==> config.mk <==
export PLATFORM = sky130hd
export DESIGN_NAME = rsc_top
export DESIGN_NICKNAME = d
export VERILOG_FILES = /design/src/design/rsc_pkg.sv /design/src/design/rsc_sync2.sv /design/src/design/rsc_top.sv
export VERILOG_INCLUDE_DIRS = /design/src /design/src/design
export SDC_FILE = /design/constraint.sdc
export NUM_CORES = 1
export LEC_CHECK = 0
export BUFFER_PORTS_ARGS = -buffer_cell sky130_fd_sc_hd__buf_2
export CORE_UTILIZATION = 43
export CTS_BUF_LIST = sky130_fd_sc_hd__clkbuf_16
export DETAILED_ROUTE_END_ITERATION = 8
export GPL_ROUTABILITY_DRIVEN = 0
export PLACE_DENSITY = 0.78
export SYNTH_ARGS = -nofsm -noshare
export SYNTH_HDL_FRONTEND = slang
export SYNTH_SLANG_ARGS = --single-unit
==> constraint.sdc <==
create_clock -name pclk -period 2.1 [get_ports pclk]
set_input_delay 0.42 -clock pclk [delete_from_list [all_inputs] [get_ports pclk]]
set_output_delay 0.42 -clock pclk [all_outputs]
set_load 0.01 [all_outputs]
==> src/design/rsc_regs.svh <==
`ifndef RSC_REGS_SVH
`define RSC_REGS_SVH

// ----------------------------------------
// Register offsets (byte addresses)
// ----------------------------------------
`define RSC_ADDR_W            12
`define RSC_CAUSE_OFFSET      12'h000
`define RSC_BACKUP_OFFSET     12'h004

// ----------------------------------------
// Cause and control register fields
// ----------------------------------------
`define RSC_BIT_POR           0
`define RSC_BIT_BOR           1
`define RSC_BIT_IDLE          2
`define RSC_BIT_SLEEP         3
`define RSC_BIT_WATCHDOG_TIMEOUT_FLAG          4
`define RSC_BIT_SOFT_WATCHDOG_ENABLE        5
`define RSC_BIT_SWR           6
`define RSC_BIT_PIN_RESET_FLAG          7
`define RSC_BIT_PROGMEM_SLEEP_POWER         8
`define RSC_BIT_CM            9
`define RSC_BIT_DEEP_SLEEP_HISTORY_FLAG         10
`define RSC_BIT_RETENTION_ENABLE         12
`define RSC_BIT_ILLOP         14
`define RSC_BIT_TRAP          15
`define RSC_CAUSE_POR_VALUE   16'h0003
`define RSC_CAUSE_WMASK       16'hD7FF

// ----------------------------------------
// Backup power reset status field
// ----------------------------------------
`define RSC_BIT_BKUP_RST      0
`define RSC_BACKUP_POR_VALUE  1'h0

// ----------------------------------------
// Reset source vector positions
// ----------------------------------------
`define RSC_NUM_SRC           8
`define RSC_SRC_BROWNOUT      0
`define RSC_SRC_PIN           1
`define RSC_SRC_INSTR         2
`define RSC_SRC_WDT           3
`define RSC_SRC_CFGMIS        4
`define RSC_SRC_TRAP          5
`define RSC_SRC_ILLOP         6
`define RSC_SRC_UWR           7

`endif

==> src/design/rsc_pkg.sv <==
package rsc_pkg;

  // ----------------------------------------
  // Shared types
  // ----------------------------------------
  typedef logic [15:0] rsc_cause_t;
  typedef logic [7:0]  rsc_src_t;
  typedef logic [11:0] rsc_addr_t;

endpackage : rsc_pkg

==> src/design/rsc_sync2.sv <==
`timescale 1ns/1ps
`default_nettype none

module rsc_sync2 #(
  parameter int WIDTH = 8
) (
  // Clock and reset
  input  wire logic             pclk,
  input  wire logic             presetn,
  // Data
  input  wire logic [WIDTH-1:0] async_in,
  output logic      [WIDTH-1:0] sync_out
);

  logic [WIDTH-1:0] stage1_r;
  logic [WIDTH-1:0] stage2_r;

  always_ff @(posedge pclk or negedge presetn)
  begin
    if (!presetn)
    begin
      stage1_r <= '0;
      stage2_r <= '0;
    end
    else
    begin
      stage1_r <= async_in;
      stage2_r <= stage1_r;
    end
  end

  assign sync_out = stage2_r;

endmodule : rsc_sync2

`default_nettype wire

==> src/design/rsc_top.sv <==
`timescale 1ns/1ps
`default_nettype none

`include "rsc_regs.svh"

// What this block does
// - Master system reset is asserted while any reset source is active.
// - Sources: power-on, brown-out, pin, instruction, watchdog, mismatch, trap, illegal, uninit.
// - Every reset sets the cause flag matching its source.
// - Power-on clears the cause register except brown-out and power-on flags, which set.
// - Software may set or clear any flag; setting never causes a reset.
// - Register keeps its contents across every reset except power-on.
// - Resets other than power-on during backup power also set a flag in the second status register.
// - Bit 15 records a trap conflict reset.
// - Bit 14 records illegal opcode, addressing mode or uninitialised pointer reset.
// - Bit 12 selects retention regulator in Sleep, ignored when fuse unprogrammed.
// - Bit 10 records that the device has been in Deep Sleep.
// - Bit 9 records a configuration mismatch reset.
// - Bit 8 keeps program memory bias powered during Sleep.
// - Bit 7 records a reset from the external clear pin.
// - Bit 6 records a reset instruction.
// - Bit 5 enables the watchdog; unprogrammed fuse keeps it always enabled.
// - Bit 4 records a watchdog time-out.
// - Bit 3 records that the device has been in Sleep.
// - Bit 2 records that the device has been in Idle.
// - Bit 1 records brown-out, and is also set after power-on.
// - Bit 0 records a power-on reset.
// - Watchdog flag cleared by watchdog clear, power save instruction and power-on.
module rsc_top (
  // Clock and power-on reset
  input  wire logic        pclk,
  input  wire logic        presetn,
  // APB slave
  input  wire logic        psel,
  input  wire logic        penable,
  input  wire logic        pwrite,
  input  wire logic [11:0] paddr,
  input  wire logic [31:0] pwdata,
  input  wire logic [3:0]  pstrb,
  output logic      [31:0] prdata,
  output logic             pready,
  output logic             pslverr,
  // Reset sources
  input  wire logic        brownout_detect,
  input  wire logic        external_clear_pin_n,
  input  wire logic        reset_instruction,
  input  wire logic        watchdog_timeout,
  input  wire logic        config_mismatch,
  input  wire logic        trap_conflict,
  input  wire logic        illegal_op,
  input  wire logic        uninit_wreg_reset,
  // Power state events
  input  wire logic        power_save_sleep,
  input  wire logic        power_save_idle,
  input  wire logic        deep_sleep_enable,
  input  wire logic        watchdog_clear_instruction,
  input  wire logic        backup_power_active,
  // Configuration fuses
  input  wire logic        low_power_regulator_fuse,
  input  wire logic        watchdog_fuse,
  // Reset and power control outputs
  output logic             master_system_reset,
  output logic             retention_regulator_on,
  output logic             progmem_bias_in_sleep,
  output logic             watchdog_enable
);

  // ----------------------------------------
  // Address decode
  // ----------------------------------------
  function automatic logic [1:0] rsc_decode(input rsc_pkg::rsc_addr_t addr);
    logic [1:0] hit;
    hit = 2'h0;
    if (addr == `RSC_CAUSE_OFFSET)
      hit[0] = 1'b1;
    if (addr == `RSC_BACKUP_OFFSET)
      hit[1] = 1'b1;
    return hit;
  endfunction : rsc_decode

  // ----------------------------------------
  // Signals
  // ----------------------------------------
  rsc_pkg::rsc_src_t   src_raw;
  rsc_pkg::rsc_src_t   src_sync;
  logic                any_src;
  logic                bkup_sync;
  logic                master_r;
  rsc_pkg::rsc_cause_t cause_r;
  rsc_pkg::rsc_cause_t cause_nxt;
  rsc_pkg::rsc_cause_t wr_mask;
  logic                bkup_r;
  logic                bkup_nxt;
  logic [1:0]          wr_hit;
  logic [1:0]          rd_hit;
  logic                wr_en;
  logic                rd_setup;
  logic [31:0]         prdata_r;
  logic                pslverr_r;

  // ----------------------------------------
  // Reset source gathering and sync
  // ----------------------------------------
  always_comb
  begin
    src_raw                     = '0;
    src_raw[`RSC_SRC_BROWNOUT]  = brownout_detect;
    src_raw[`RSC_SRC_PIN]       = ~external_clear_pin_n;
    src_raw[`RSC_SRC_INSTR]     = reset_instruction;
    src_raw[`RSC_SRC_WDT]       = watchdog_timeout;
    src_raw[`RSC_SRC_CFGMIS]    = config_mismatch;
    src_raw[`RSC_SRC_TRAP]      = trap_conflict;
    src_raw[`RSC_SRC_ILLOP]     = illegal_op;
    src_raw[`RSC_SRC_UWR]       = uninit_wreg_reset;
  end

  rsc_sync2 #(
    .WIDTH    (`RSC_NUM_SRC + 1)
  ) u_sync (
    .pclk     (pclk),
    .presetn  (presetn),
    .async_in ({backup_power_active, src_raw}),
    .sync_out ({bkup_sync, src_sync})
  );

  assign any_src = |src_sync;

  // ----------------------------------------
  // Master system reset
  // ----------------------------------------
  // Power-on holds it through presetn; others follow the OR of sources
  always_ff @(posedge pclk or negedge presetn)
  begin
    if (!presetn)
      master_r <= 1'b1;
    else
      master_r <= any_src;
  end

  assign master_system_reset = master_r;

  // ----------------------------------------
  // APB access
  // ----------------------------------------
  assign wr_hit   = rsc_decode(paddr);
  assign rd_hit   = wr_hit;
  assign wr_en    = psel & penable & pwrite;
  assign rd_setup = psel & ~penable;
  assign pready   = 1'b1;

  always_comb
  begin
    wr_mask = '0;
    if (pstrb[0])
      wr_mask[7:0] = 8'hFF;
    if (pstrb[1])
      wr_mask[15:8] = 8'hFF;
    wr_mask = wr_mask & `RSC_CAUSE_WMASK;
  end

  // ----------------------------------------
  // Cause and control register next value
  // ----------------------------------------
  always_comb
  begin
    cause_nxt = cause_r;
    if (wr_en && wr_hit[0])
      cause_nxt = (cause_r & ~wr_mask) | (pwdata[15:0] & wr_mask);
    if (watchdog_clear_instruction || power_save_sleep || power_save_idle)
      cause_nxt[`RSC_BIT_WATCHDOG_TIMEOUT_FLAG] = 1'b0;
    // Hardware sets win over software and instruction clears
    if (src_sync[`RSC_SRC_TRAP])
      cause_nxt[`RSC_BIT_TRAP] = 1'b1;
    if (src_sync[`RSC_SRC_ILLOP] || src_sync[`RSC_SRC_UWR])
      cause_nxt[`RSC_BIT_ILLOP] = 1'b1;
    if (src_sync[`RSC_SRC_CFGMIS])
      cause_nxt[`RSC_BIT_CM] = 1'b1;
    if (src_sync[`RSC_SRC_PIN])
      cause_nxt[`RSC_BIT_PIN_RESET_FLAG] = 1'b1;
    if (src_sync[`RSC_SRC_INSTR])
      cause_nxt[`RSC_BIT_SWR] = 1'b1;
    if (src_sync[`RSC_SRC_WDT])
      cause_nxt[`RSC_BIT_WATCHDOG_TIMEOUT_FLAG] = 1'b1;
    if (src_sync[`RSC_SRC_BROWNOUT])
      cause_nxt[`RSC_BIT_BOR] = 1'b1;
    if (power_save_sleep)
      cause_nxt[`RSC_BIT_SLEEP] = 1'b1;
    if (power_save_sleep && deep_sleep_enable)
      cause_nxt[`RSC_BIT_DEEP_SLEEP_HISTORY_FLAG] = 1'b1;
    if (power_save_idle)
      cause_nxt[`RSC_BIT_IDLE] = 1'b1;
    cause_nxt = cause_nxt & `RSC_CAUSE_WMASK;
  end

  // Only power-on clears it; the other resets leave it as it is
  always_ff @(posedge pclk or negedge presetn)
  begin
    if (!presetn)
      cause_r <= `RSC_CAUSE_POR_VALUE;
    else
      cause_r <= cause_nxt;
  end

  // ----------------------------------------
  // Backup power reset status
  // ----------------------------------------
  // Clear-only by software writing zero; hardware set wins
  always_comb
  begin
    bkup_nxt = bkup_r;
    if (wr_en && wr_hit[1] && pstrb[0] && !pwdata[`RSC_BIT_BKUP_RST])
      bkup_nxt = 1'b0;
    if (any_src && bkup_sync)
      bkup_nxt = 1'b1;
  end

  always_ff @(posedge pclk or negedge presetn)
  begin
    if (!presetn)
      bkup_r <= `RSC_BACKUP_POR_VALUE;
    else
      bkup_r <= bkup_nxt;
  end

  // ----------------------------------------
  // Read data and error response
  // ----------------------------------------
  always_ff @(posedge pclk or negedge presetn)
  begin
    if (!presetn)
      prdata_r <= '0;
    else if (rd_setup)
    begin
      prdata_r <= '0;
      if (rd_hit[0])
        prdata_r[15:0] <= cause_r;
      else if (rd_hit[1])
        prdata_r[`RSC_BIT_BKUP_RST] <= bkup_r;
    end
  end

  always_ff @(posedge pclk or negedge presetn)
  begin
    if (!presetn)
      pslverr_r <= 1'b0;
    else if (rd_setup)
      pslverr_r <= ~|rd_hit;
  end

  assign prdata  = prdata_r;
  assign pslverr = pslverr_r & psel & penable;

  // ----------------------------------------
  // Power and watchdog control
  // ----------------------------------------
  // Unprogrammed fuse reads as one
  assign retention_regulator_on = cause_r[`RSC_BIT_RETENTION_ENABLE] & ~low_power_regulator_fuse;
  assign progmem_bias_in_sleep  = cause_r[`RSC_BIT_PROGMEM_SLEEP_POWER];
  assign watchdog_enable        = cause_r[`RSC_BIT_SOFT_WATCHDOG_ENABLE] | watchdog_fuse;

  // ----------------------------------------
  // Assertions
  // ----------------------------------------
  a_master_follows: assert property (
    @(posedge pclk) disable iff (!presetn)
    any_src |=> master_system_reset)
    else $error("master reset not asserted after active source");

  a_master_release: assert property (
    @(posedge pclk) disable iff (!presetn)
    !any_src |=> !master_system_reset)
    else $error("master reset held with no active source");

  a_soft_no_reset: assert property (
    @(posedge pclk) disable iff (!presetn)
    (wr_en && wr_hit[0] && !any_src) |=> !master_system_reset)
    else $error("software write caused a reset");

  a_trap_flag: assert property (
    @(posedge pclk) disable iff (!presetn)
    $rose(src_sync[`RSC_SRC_TRAP]) |=> cause_r[`RSC_BIT_TRAP])
    else $error("trap conflict flag not set");

  a_illop_flag: assert property (
    @(posedge pclk) disable iff (!presetn)
    (src_sync[`RSC_SRC_ILLOP] || src_sync[`RSC_SRC_UWR]) |=> cause_r[`RSC_BIT_ILLOP])
    else $error("illegal operation flag not set");

  a_pin_flag: assert property (
    @(posedge pclk) disable iff (!presetn)
    $rose(src_sync[`RSC_SRC_PIN]) |=> cause_r[`RSC_BIT_PIN_RESET_FLAG])
    else $error("pin reset flag not set");

  a_watchdog_timeout_flag_clear: assert property (
    @(posedge pclk) disable iff (!presetn)
    (watchdog_clear_instruction && !src_sync[`RSC_SRC_WDT])
      |=> !cause_r[`RSC_BIT_WATCHDOG_TIMEOUT_FLAG])
    else $error("watchdog flag not cleared by clear instruction");

  a_watchdog_timeout_flag_set_wins: assert property (
    @(posedge pclk) disable iff (!presetn)
    (src_sync[`RSC_SRC_WDT] && watchdog_clear_instruction) |=> cause_r[`RSC_BIT_WATCHDOG_TIMEOUT_FLAG])
    else $error("watchdog flag lost to simultaneous clear");

  a_unimpl_zero: assert property (
    @(posedge pclk) disable iff (!presetn)
    (cause_r[13] == 1'b0) && (cause_r[11] == 1'b0))
    else $error("unimplemented bits not zero");

  a_deep_sleep: assert property (
    @(posedge pclk) disable iff (!presetn)
    (power_save_sleep && deep_sleep_enable)
      |=> cause_r[`RSC_BIT_DEEP_SLEEP_HISTORY_FLAG] && cause_r[`RSC_BIT_SLEEP])
    else $error("deep sleep history not recorded");

  a_wdt_enable: assert property (
    @(posedge pclk) disable iff (!presetn)
    watchdog_fuse |-> watchdog_enable)
    else $error("watchdog disabled with fuse unprogrammed");

  a_retention_fuse: assert property (
    @(posedge pclk) disable iff (!presetn)
    low_power_regulator_fuse |-> !retention_regulator_on)
    else $error("retention on with fuse unprogrammed");

  a_backup_flag: assert property (
    @(posedge pclk) disable iff (!presetn)
    (any_src && bkup_sync) |=> bkup_r ##1 bkup_r || !any_src)
    else $error("backup reset flag not set");

  a_bor_keep: assert property (
    @(posedge pclk) disable iff (!presetn)
    src_sync[`RSC_SRC_BROWNOUT] |=> cause_r[`RSC_BIT_BOR] && master_system_reset)
    else $error("brown-out flag or reset missing");

endmodule : rsc_top

`default_nettype wire

Word-level counts from Yosys, hierarchy flattened
Cells that the tools add are included.

Register bits: 51. Input bits: 68. Logic and storage cells: 78.

Equality and inequality tests: 1. Multiplexer cells: 21. Bitwise logic cells: 14. Reduce and logical (&&, ||, !) cells: 25.

Operator list (number): $and 16x16->16 (2); $reduce_bool 2->1 (10); $mux 1 (17); $mux 16 (1); $mux 8 (2); $not 16->16 (1); $or 16x16->16 (1); $mux 15 (1); $eq 12x3->1 const B (1); $logic_not 12->1 (1); $reduce_or 8->1 (1); $and 1x1->1 (6); $logic_and 1x1->1 (6); $logic_or 1x1->1 (3); $not 1->1 (3); $reduce_bool 3->1 (1); $logic_not 1->1 (2); $reduce_or 2->1 (1); $or 1x1->1 (1).

Longest topological paths before layout
Gate-level depths: netlist of the first run.

Depth after elaboration: 7. Depth in mapped cells: 5.

Cells and area by module
From an unflattened synthesis of the first run, not the netlist that was laid out.

Cell total of the unflattened synthesis: 147. Area, all modules: 1928.1 sq um.

Modules (own cells, without submodules): rsc_top (instances 1, cells each 129, area an instance 1477.7 sq um, sequential area each 779.5 sq um); rsc_sync2 (instances 1, cells each 18, area an instance 450.4 sq um, sequential area each 450.4 sq um).

Worst setup path before layout of the first run
OpenSTA, ideal clock, no wires.

Path kind: in2reg. Start: input paddr[0]. End: register cause_r[14]. Setup time: 129 ps. Arrival: 2128 ps. Data required time: 1971 ps. Path slack: -157 ps. Stages: 5. Buffers on the path: 1. Cell sequence: or4_4 -> or4_4 -> buf_6 -> o21a_1 -> a2111o_1.

Cells in the longest elaborated chain, start to end: 4.

Ends and longest elaborated chain: from (decl) (RTL line rsc_top.sv:37) `input wire logic [11:0] paddr,`; $logic_not 12->1 (no line); $mux 1 (RTL line rsc_top.sv:74) `` if (addr == `RSC_CAUSE_OFFSET) ``; $logic_and 1x1->1 (RTL line rsc_top.sv:167) `if (wr_en && wr_hit[0])`; $reduce_bool 2->1 (no line); to (signal assigned) (RTL line rsc_top.sv:199) `` cause_r <= `RSC_CAUSE_POR_VALUE; ``; to (signal assigned) (RTL line rsc_top.sv:201) `cause_r <= cause_nxt;`; to (decl) (RTL line rsc_top.sv:89) `rsc_pkg::rsc_cause_t cause_r;`.

Every way passes these cells. A chain may end at the register's enable or synchronous reset.

==> metrics, run 1 <==
outcome finished clean; remaining global-route overflow 0; depth of the most critical reg-to-reg path 3; aggregate global-route resource usage 17.61%; area delta synth->final 28.70%; setup bufs post-CTS 0; Row Count 23; die width 68.94 microns; Top FF cell, synth dfrtp_1; Worst-Margin Slew roughly 0.53 ns; Initial Utilization 46.50%; Final setup viols 0; Max Clk Rate 484.4 MHz; H-tree levels 2; Slew Limit Fails 0; Yosys warnings 0; Post-synth top cells 46 x dfrtp_1, 19 x buf_4, 15 x a22o_1; post-DR vias/cell 4.975; vias in the first global route 1315; Final Hold Slack 0.1110 ns; critical path launch point type input pin; RSZ-0062 raised after global routing true; PD cells 786.5 mW/mm^2; layout cells sized above 1 42.67%; CORE AREA about 0.0041 sq mm; Cell Area, Placed 0.002306 sq mm; die area 0.004753 sq mm; CTS clk-pin slew, worst paths ~0.06 ns; largest net degree at the start of global routing 28; Worst Clk Skew 0.002104 ns; WL/cell 13.32 microns; Clock Sinks 49; Hold Violations, Final 0; Routed Wire Length 3.664 mm; maximum vdd drop 689.6 uV; number of flops mapped to enable cells by yosys 0; CP max FO 9; Synth area leader dfrtp_1; synthesized area per cell 13.02 sq um; post-route setup slack 0.03541 ns; CP startpoint paddr[4]; die height 68.94 microns; antenna viol nets, final 0; flop-to-flop setup slack 0.93 ns; clk_lat worst skew 0.28 ns; synth top area cells dfrtp_1 60%, buf_4 7.4%, a22o_1 6.8%; share of the synthesized area in the top cell type 59.74%; Final Critical Period 2.065 ns; sequential element share of the synthesized area 63.83%; via count between 1000 and 1500; worst r2r src u_sync.sync_out[0]; Yosys cell types 32; register bit total from synthesis 49; clock buffer depth 2; Place WS -0.2759 ns; Antenna Cells 0; Cells after Synth 148; global-route wire length before repair just under 6 mm; critical path type input pin to flop; worst reg2reg endpoint bkup_r; top-count cell post-synth dfrtp_1; Total Power 1.950 mW; CTS buffer count 5; DRC Markers 0; io pins 106; critical path required time 2.26 ns; count of input and output buffers between 60 and 70; initial antenna violation count 0; Post-synth ARST share 100.0%; synthesized cell area 0.001927 sq mm; Root Driver clkbuf_16; HP Class input pin to async pin; design area ~0.0025 sq mm; CTS tree yes; static leakage 1.237 nW; Iteration-0 DRC Markers 65; Crit path arrival time 2.23 ns; Final Cycle Share between 90 and 100%; max_cap viols 0; DPL Wire Length approximately 2.8 mm; DRT Pass-1 Iters 4; Slew Limit Headroom 64.96%; Crit. End Element flop; Final #Nets 292
routing by layer:
layer  part of all wire, %  vias up  GRT usage [%]
li1                      -      650              -
met1                    41      652          21.97
met3                   6.3        8          4.934
met2                    50       58          27.55
met5                     0        -              0
met4                   2.3        0          9.694
flip-flops by register name, indices dropped and copies added, names as in the netlist, named ones only:
| signal | flops |
|---|---|
| pslverr_r | 1 |
| bkup_r | 1 |
| cause_r | 10 |
| u_sync.stage1_r | 9 |
| u_sync.sync_out | 9 |
| prdata | 14 |
| master_system_reset | 1 |
stage by stage:
step	utilization [%]	TNS, ns	std cells
floorplan	-	-0.8306	165
detailed placement	55.65	-4.837	267
global placement	55.65	-4.552	267
global route	59.84	-0.02574	275
finish	59.84	0	275
CTS	59.57	0	275
final cells by class:
cell class | instances | area (sq um)
Clock inverter | 3 | 37.54
Sequential cell | 49 | 1230
Multi-Input combinational cell | 90 | 595.6
Tap cell | 50 | 62.56
Inverter | 2 | 7.507
Fill cell | 347 | 1664
Timing Repair Buffer | 76 | 421.7
Clock buffer | 5 | 125.1
logic make-up (layout without fill, tap and decap cells):
family / Yosys count / after routing / synth area share, %
flip-flops: 49 / 49 / 63.83
AND/OR/NAND/NOR: 30 / 30 / 9.156
AO/OA/AOI/OAI: 35 / 35 / 14.03
other: 2 / 19 / 0.3898
multiplexers: 6 / 6 / 3.376
buffers and inverters: 26 / 86 / 9.221
placed cells by master, fill, tap and decap left out, types with 2 or more instances in the layout:
cell	count
dfstp_2	3
and3_1	2
dfrtp_1	46
clkbuf_16	5
o21ai_0	6
mux2_2	4
buf_4	8
conb_1	19
a211o_1	2
buf_2	66
a22o_1	15
a31oi_1	5
nor4_1	4
nor2_2	2
nor2_1	2
o21a_1	4
inv_1	3
mux2i_1	2
or4_4	2
nand2_1	9
timing repair:
| item | in CTS | in global routing |
|---|---|---|
| endpoints found under the setup margin | 0 | 6 |
| gates resized for setup | 0 | 2 |
| hold buffers | 0 | 0 |
power by group:
| part | total, mW | internal (mW) | leakage [nW] | switching, mW |
|---|---|---|---|---|
| logic | 0.119 | 0.0501 | 0.574 | 0.0686 |
| clock network | 0.858 | 0.552 | 0.0826 | 0.305 |
| registers | 0.974 | 0.966 | 0.580 | 0.00847 |
worst max-delay path: stages:
cell    delay, ns
buf_2        0.10
or4_4        0.53
or4_4        0.60
nor2_2       0.22
mux2_2       0.36
worst min-delay path by stage:
stage | to | slack [ns] | cells past startpoint
2_1_floorplan | async pin | 0.12 | 0
3_3_place_gp | u_sync.sync_out[8] | 0.33 | 0
3_5_place_dp | u_sync.sync_out[1] | 0.33 | 0
4_1_cts | u_sync.stage1_r[8] | 0.13 | 1
5_1_grt | u_sync.stage1_r[8] | 0.16 | 1
6_report | u_sync.stage1_r[8] | 0.11 | 1
No activity file was read; power rests on OpenSTA's default activity.
==> run 2: changes to the inputs <==
CORE_UTILIZATION = 30   (was 43)
PLACE_DENSITY = not set   (was 0.78)
clock period = 2.4 ns   (was 2.1 ns; I/O delays follow)
==> run 2 against run 1 <==
Effect of this change:
- count of clock-buffer cells in the layout did not move
- final cell count increased by 8.7%
- via count down 3.4%
- combinational power fell by 18%
- largest power group unchanged
- global-route usage decreased by 5.1 points
- total power is 18% lower
- sequential cell count is the same
- first-iteration DRC count up 29%
- hold slack improved by 0.18 ns
==> metrics, run 2 (synthesized netlist as in run 1, its figures left out) <==
RSZ-0062 raised after global routing false; Crit path arrival time about 2.4 ns; maximum vdd drop 329.8 uV; CTS tree yes; remaining global-route overflow 0; Cell Count Post-Placement 291; vias in the first global route 1278; hold_buf cts 0; CTS clk-pin slew, worst paths 0.06 ns; worst reg2reg endpoint bkup_r; WL/cell 12.97 microns; setup TNS 0 ns; Worst Clk Skew 0.004580 ns; Initial Utilization 31.79%; GR Util met1 14.80%; via count 1321; Antenna Cells 0; die width 82.14 microns; met2 GRT Util between 20% and 30%; clk_lat worst skew about 0.28 ns; H-tree levels 2; CORE AREA 0.006061 sq mm; static leakage 1.216 nW; critical path required time 2.57 ns; most common cell after layout, fill and taps aside buf_2; die height 82.14 microns; Clock Sinks 49; Largest register FFs 14; setup bufs post-CTS 0; max_cap viols 0; met3 Use GR 4.396%; Final Cycle Share 92.23%; depth of the most critical reg-to-reg path 3; Final #Nets approximately 290; largest net degree at the start of global routing 50; critical path launch point type input pin; PD cells 654.6 mW/mm^2; Max Clk Rate 451.8 MHz; Worst-Margin Slew between 0.5 and 0.6 ns; Hold Violations, Final 0; post-DR vias/cell 4.418; Crit. End Element flop; Iteration-0 DRC Markers 84; Cell Area, Placed about 0.0023 sq mm; outcome finished clean; CP startpoint paddr[0]; io pins 106; Total Power 1.605 mW; non-filler instance count after layout 299; grt peak-use layer met2; Slew Limit Headroom about three fifths; design area 0.002451 sq mm; initial antenna violation count 0; Routed Wire Length 3.878 mm; most frequent cells in the layout 66 x buf_2, 46 x dfrtp_1, 19 x conb_1, 15 x a22o_1; Final setup viols 0; global-route wire length before repair 5.989 mm; post-CTS resize count 0; Final Critical Period 2.214 ns; die area between 0.006 and 0.007 sq mm; Root Driver clkbuf_16; Final Hold Slack between 0.2 and 0.3 ns; DRT Pass-1 Iters 4; aggregate global-route resource usage 12.56%; CP max FO 9; DRC Markers 0; CTS buffer count 5; DPL Wire Length roughly 3.0 mm; antenna viol nets, final 0; flop-to-flop setup slack 1.22 ns; Slew Limit Fails 0; HP Class input pin to async pin; area delta synth->final 27.21%; worst r2r src u_sync.sync_out[1]; clock buffer depth 2; count of input and output buffers 66; critical path type input pin to flop; layout cells sized above 1 41.52%; Row Count 28
## run 2: layout make-up
class,count,area (sq um)
well taps,75,93.84
clock inverters,3,13.76
multi-input cells,90,583.1
repair buffers,75,397.9
flip-flops and latches,49,1230
clock buffers,5,125.1
inverters,2,7.507
fillers,602,3610
## run 2: per-stage QoR
stage                     util, %  setup slack, ns
final                       40.44           0.1864
after global placement      38.15          -0.1283
after floorplan                 -          0.08291
after detailed placement    38.15          -0.1119
after global routing        40.44           0.1261
after CTS                   40.44           0.1807
## run 2: power breakdown
part,internal [mW],total (mW),switching [mW]
registers,0.845,0.852,0.00701
logic,0.0399,0.0972,0.0574
clock network,0.378,0.656,0.277
## run 2: critical path, stage by stage
cell and delay, ns:
buf_2 0.09, or4_4 0.54, or4_4 0.57, nor2_1 0.32, mux2_2 0.38
## run 2: how the worst max path moves through the flow
stage | to
after detailed placement | flop
final | flop
after global placement | flop
after floorplan | cause_r[14]
after CTS | flop
after global routing | flop
## run 2: per-layer routing
| metal | vias up | wire [microns] |
|---|---|---|
| met2 | 51 | 1872 |
| met3 | 8 | 286 |
| li1 | 647 | - |
| met4 | 0 | 73 |
| met1 | 615 | 1646 |
| met5 | - | 0 |
==> run 3: changes to the inputs <==
CAP_MARGIN = 25   (was not set)
SYNTH_HIERARCHICAL = 1   (was not set)
==> run 3 against run 2 <==
Effect of this change:
- sequential share of layout area rose by 0.57 points
- combinational power increased by 4%
- critical path depth down 1
- routed wire length fell by 4.4%
==> metrics, run 3 <==
XOR/XNOR share of the synthesized area 0%; Final #Nets about 290; RSZ-0062 raised after global routing false; Cells after Synth approximately 150; via count 1314; remaining global-route overflow 0; post-CTS resize count 0; CORE AREA about 0.0061 sq mm; die width approximately 82 microns; setup TNS 0 ns; Synth Area in Compound Gates between 9 and 10%; aggregate global-route resource usage 11.23%; Post-synth ARST share 100.0%; most frequent cells in the layout 66 x buf_2, 46 x dfrtp_1, 19 x conb_1, 15 x a22o_1, 10 x nor2_1; share of the synthesized area in the top cell type about 60%; die area 0.006752 sq mm; Worst Clk Skew ~0.0032 ns; Final Cycle Share about two thirds; Synth area leader dfrtp_1; DRC Markers 0; critical path required time around 2.6 ns; synth top area cells dfrtp_1 60%, buf_4 7.8%, a22o_1 6.8%; top-count cell post-synth dfrtp_1; worst r2r src u_sync/sync_out[0]; Clock Sinks 49; Top FF cell, synth dfrtp_1; initial antenna violation count 0; Slew Limit Headroom roughly 46%; vias in the first global route approximately 1200; maximum vdd drop 322.9 uV; global-route wire length before repair ~5.4 mm; depth of the most critical reg-to-reg path 3; register bit total from synthesis 49; DPL Wire Length 2.766 mm; Hold Violations, Final 0; CTS buffer count 5; hold_buf cts 0; clock buffer depth 2; Root Driver clkbuf_16; Final setup viols 0; flop-to-flop setup slack between 1 and 1.5 ns; CTS tree yes; Max Clk Rate between 600 and 700 MHz; die height between 80 and 90 microns; sequential element share of the synthesized area 63.79%; Row Count 28; PD cells between 600 and 700 mW/mm^2; Yosys cell types 29; post-DR vias/cell about 4.5; Routed Wire Length 3.706 mm; Antenna Cells 0; CTS clk-pin slew, worst paths roughly 0.060 ns; area delta synth->final 25.70%; Yosys warnings 6; Initial Utilization 31.81%; Final Critical Period 1.629 ns; Iteration-0 DRC Markers 19; DRT Pass-1 Iters 5; Cell Area, Placed 0.002286 sq mm; Crit. End Element flop; max_cap viols 0; largest net degree at the start of global routing 39; H-tree levels 2; io pins between 100 and 150; count of input and output buffers 66; synthesized cell area 0.001928 sq mm; design area 0.002424 sq mm; setup bufs post-CTS 0; static leakage 1.203 nW; CP max FO 9; Crit path arrival time 1.80 ns; critical path launch point type input pin; Post-synth top cells 46 x dfrtp_1, 20 x buf_4, 15 x a22o_1; worst reg2reg endpoint bkup_r; largest family of logic cells by synthesized area simple AND/OR/NAND/NOR gates; synthesized area per cell 13.12 sq um; post-synthesis adder-cell area fraction 0%; antenna viol nets, final 0; outcome finished clean; HP Class input pin to async pin; WL/cell approximately 13 microns; clk_lat worst skew 0.28 ns; critical path type input pin to flop; Worst-Margin Slew 0.8098 ns; layout cells sized above 1 40.18%; Simple-Gate Fraction of Synth Area between 10% and 20%; Slew Limit Fails 0; Largest register FFs 14; mux share of post-synthesis cell area 3.894%; most common cell after layout, fill and taps aside buf_2; number of flops mapped to enable cells by yosys 0
-- run 3: cell types whose count changed after synthesis, sizes merged, moves of 3 or more --
cell	change
a21oi	+7
a31oi	-5
nand2	-7
nor2	+7
nor3	+7
o21a	-4
o21ai	-5
or4	-3
-- run 3: metrics by stage --
stage	worst slack [ns]	util (%)	std cells	total power [mW]	hold slack, ns
6_report	0.7706	39.99	294	1.604	0.2896
5_1_grt	0.6788	39.99	294	1.669	0.2884
4_1_cts	0.7235	39.99	294	1.625	0.2929
3_5_place_dp	0.4216	37.72	286	0.9709	0.3347
3_3_place_gp	0.4620	37.72	286	0.9687	0.3318
2_1_floorplan	0.8247	-	164	0.9200	0.1844
-- run 3: worst max path at each step --
stage / from / end / slack, ns / depth (start not counted)
6_report: paddr[5] / flop / 0.77 / 4
5_1_grt: paddr[5] / flop / 0.68 / 4
4_1_cts: paddr[5] / flop / 0.72 / 4
3_5_place_dp: paddr[5] / flop / 0.42 / 4
3_3_place_gp: paddr[5] / flop / 0.46 / 4
2_1_floorplan: paddr[5] / flop / 0.82 / 4
-- run 3: worst max-delay path, stage by stage --
cell,delay (ns)
buf_2,0.11
nor4_4,0.32
and4_1,0.50
mux2_2,0.38
-- run 3: power by group --
part / internal (mW) / total (mW) / switching [mW]
Clock: 0.377 / 0.650 / 0.273
Combinational: 0.0401 / 0.101 / 0.0609
Sequential: 0.845 / 0.853 / 0.00804
Total: 1.26 / 1.60 / 0.342
-- run 3: cell type report --
| type | count | area (sq um) |
|---|---|---|
| Fill cell | 592 | 3637 |
| Sequential cell | 49 | 1230 |
| Multi-Input combinational cell | 89 | 586.8 |
| Timing Repair Buffer | 71 | 367.9 |
| Clock buffer | 5 | 125.1 |
| Tap cell | 75 | 93.84 |
| Clock inverter | 3 | 12.51 |
| Inverter | 2 | 7.507 |
-- run 3: logic make-up (layout without fill, tap and decap cells) --
kind of cell	Yosys count	after routing
muxes	7	7
DFF	49	49
AOI/OAI and AO/OA	25	25
other	2	19
and+or+nand+nor	38	38
buffers and inverters	26	81
-- run 3: metal layers --
metal  routed length [microns]  global-route usage (%)
met4                        44                   4.211
met2                      1822                   18.60
met1                      1583                   13.33
met3                       256                   4.066
met5                         0                       0
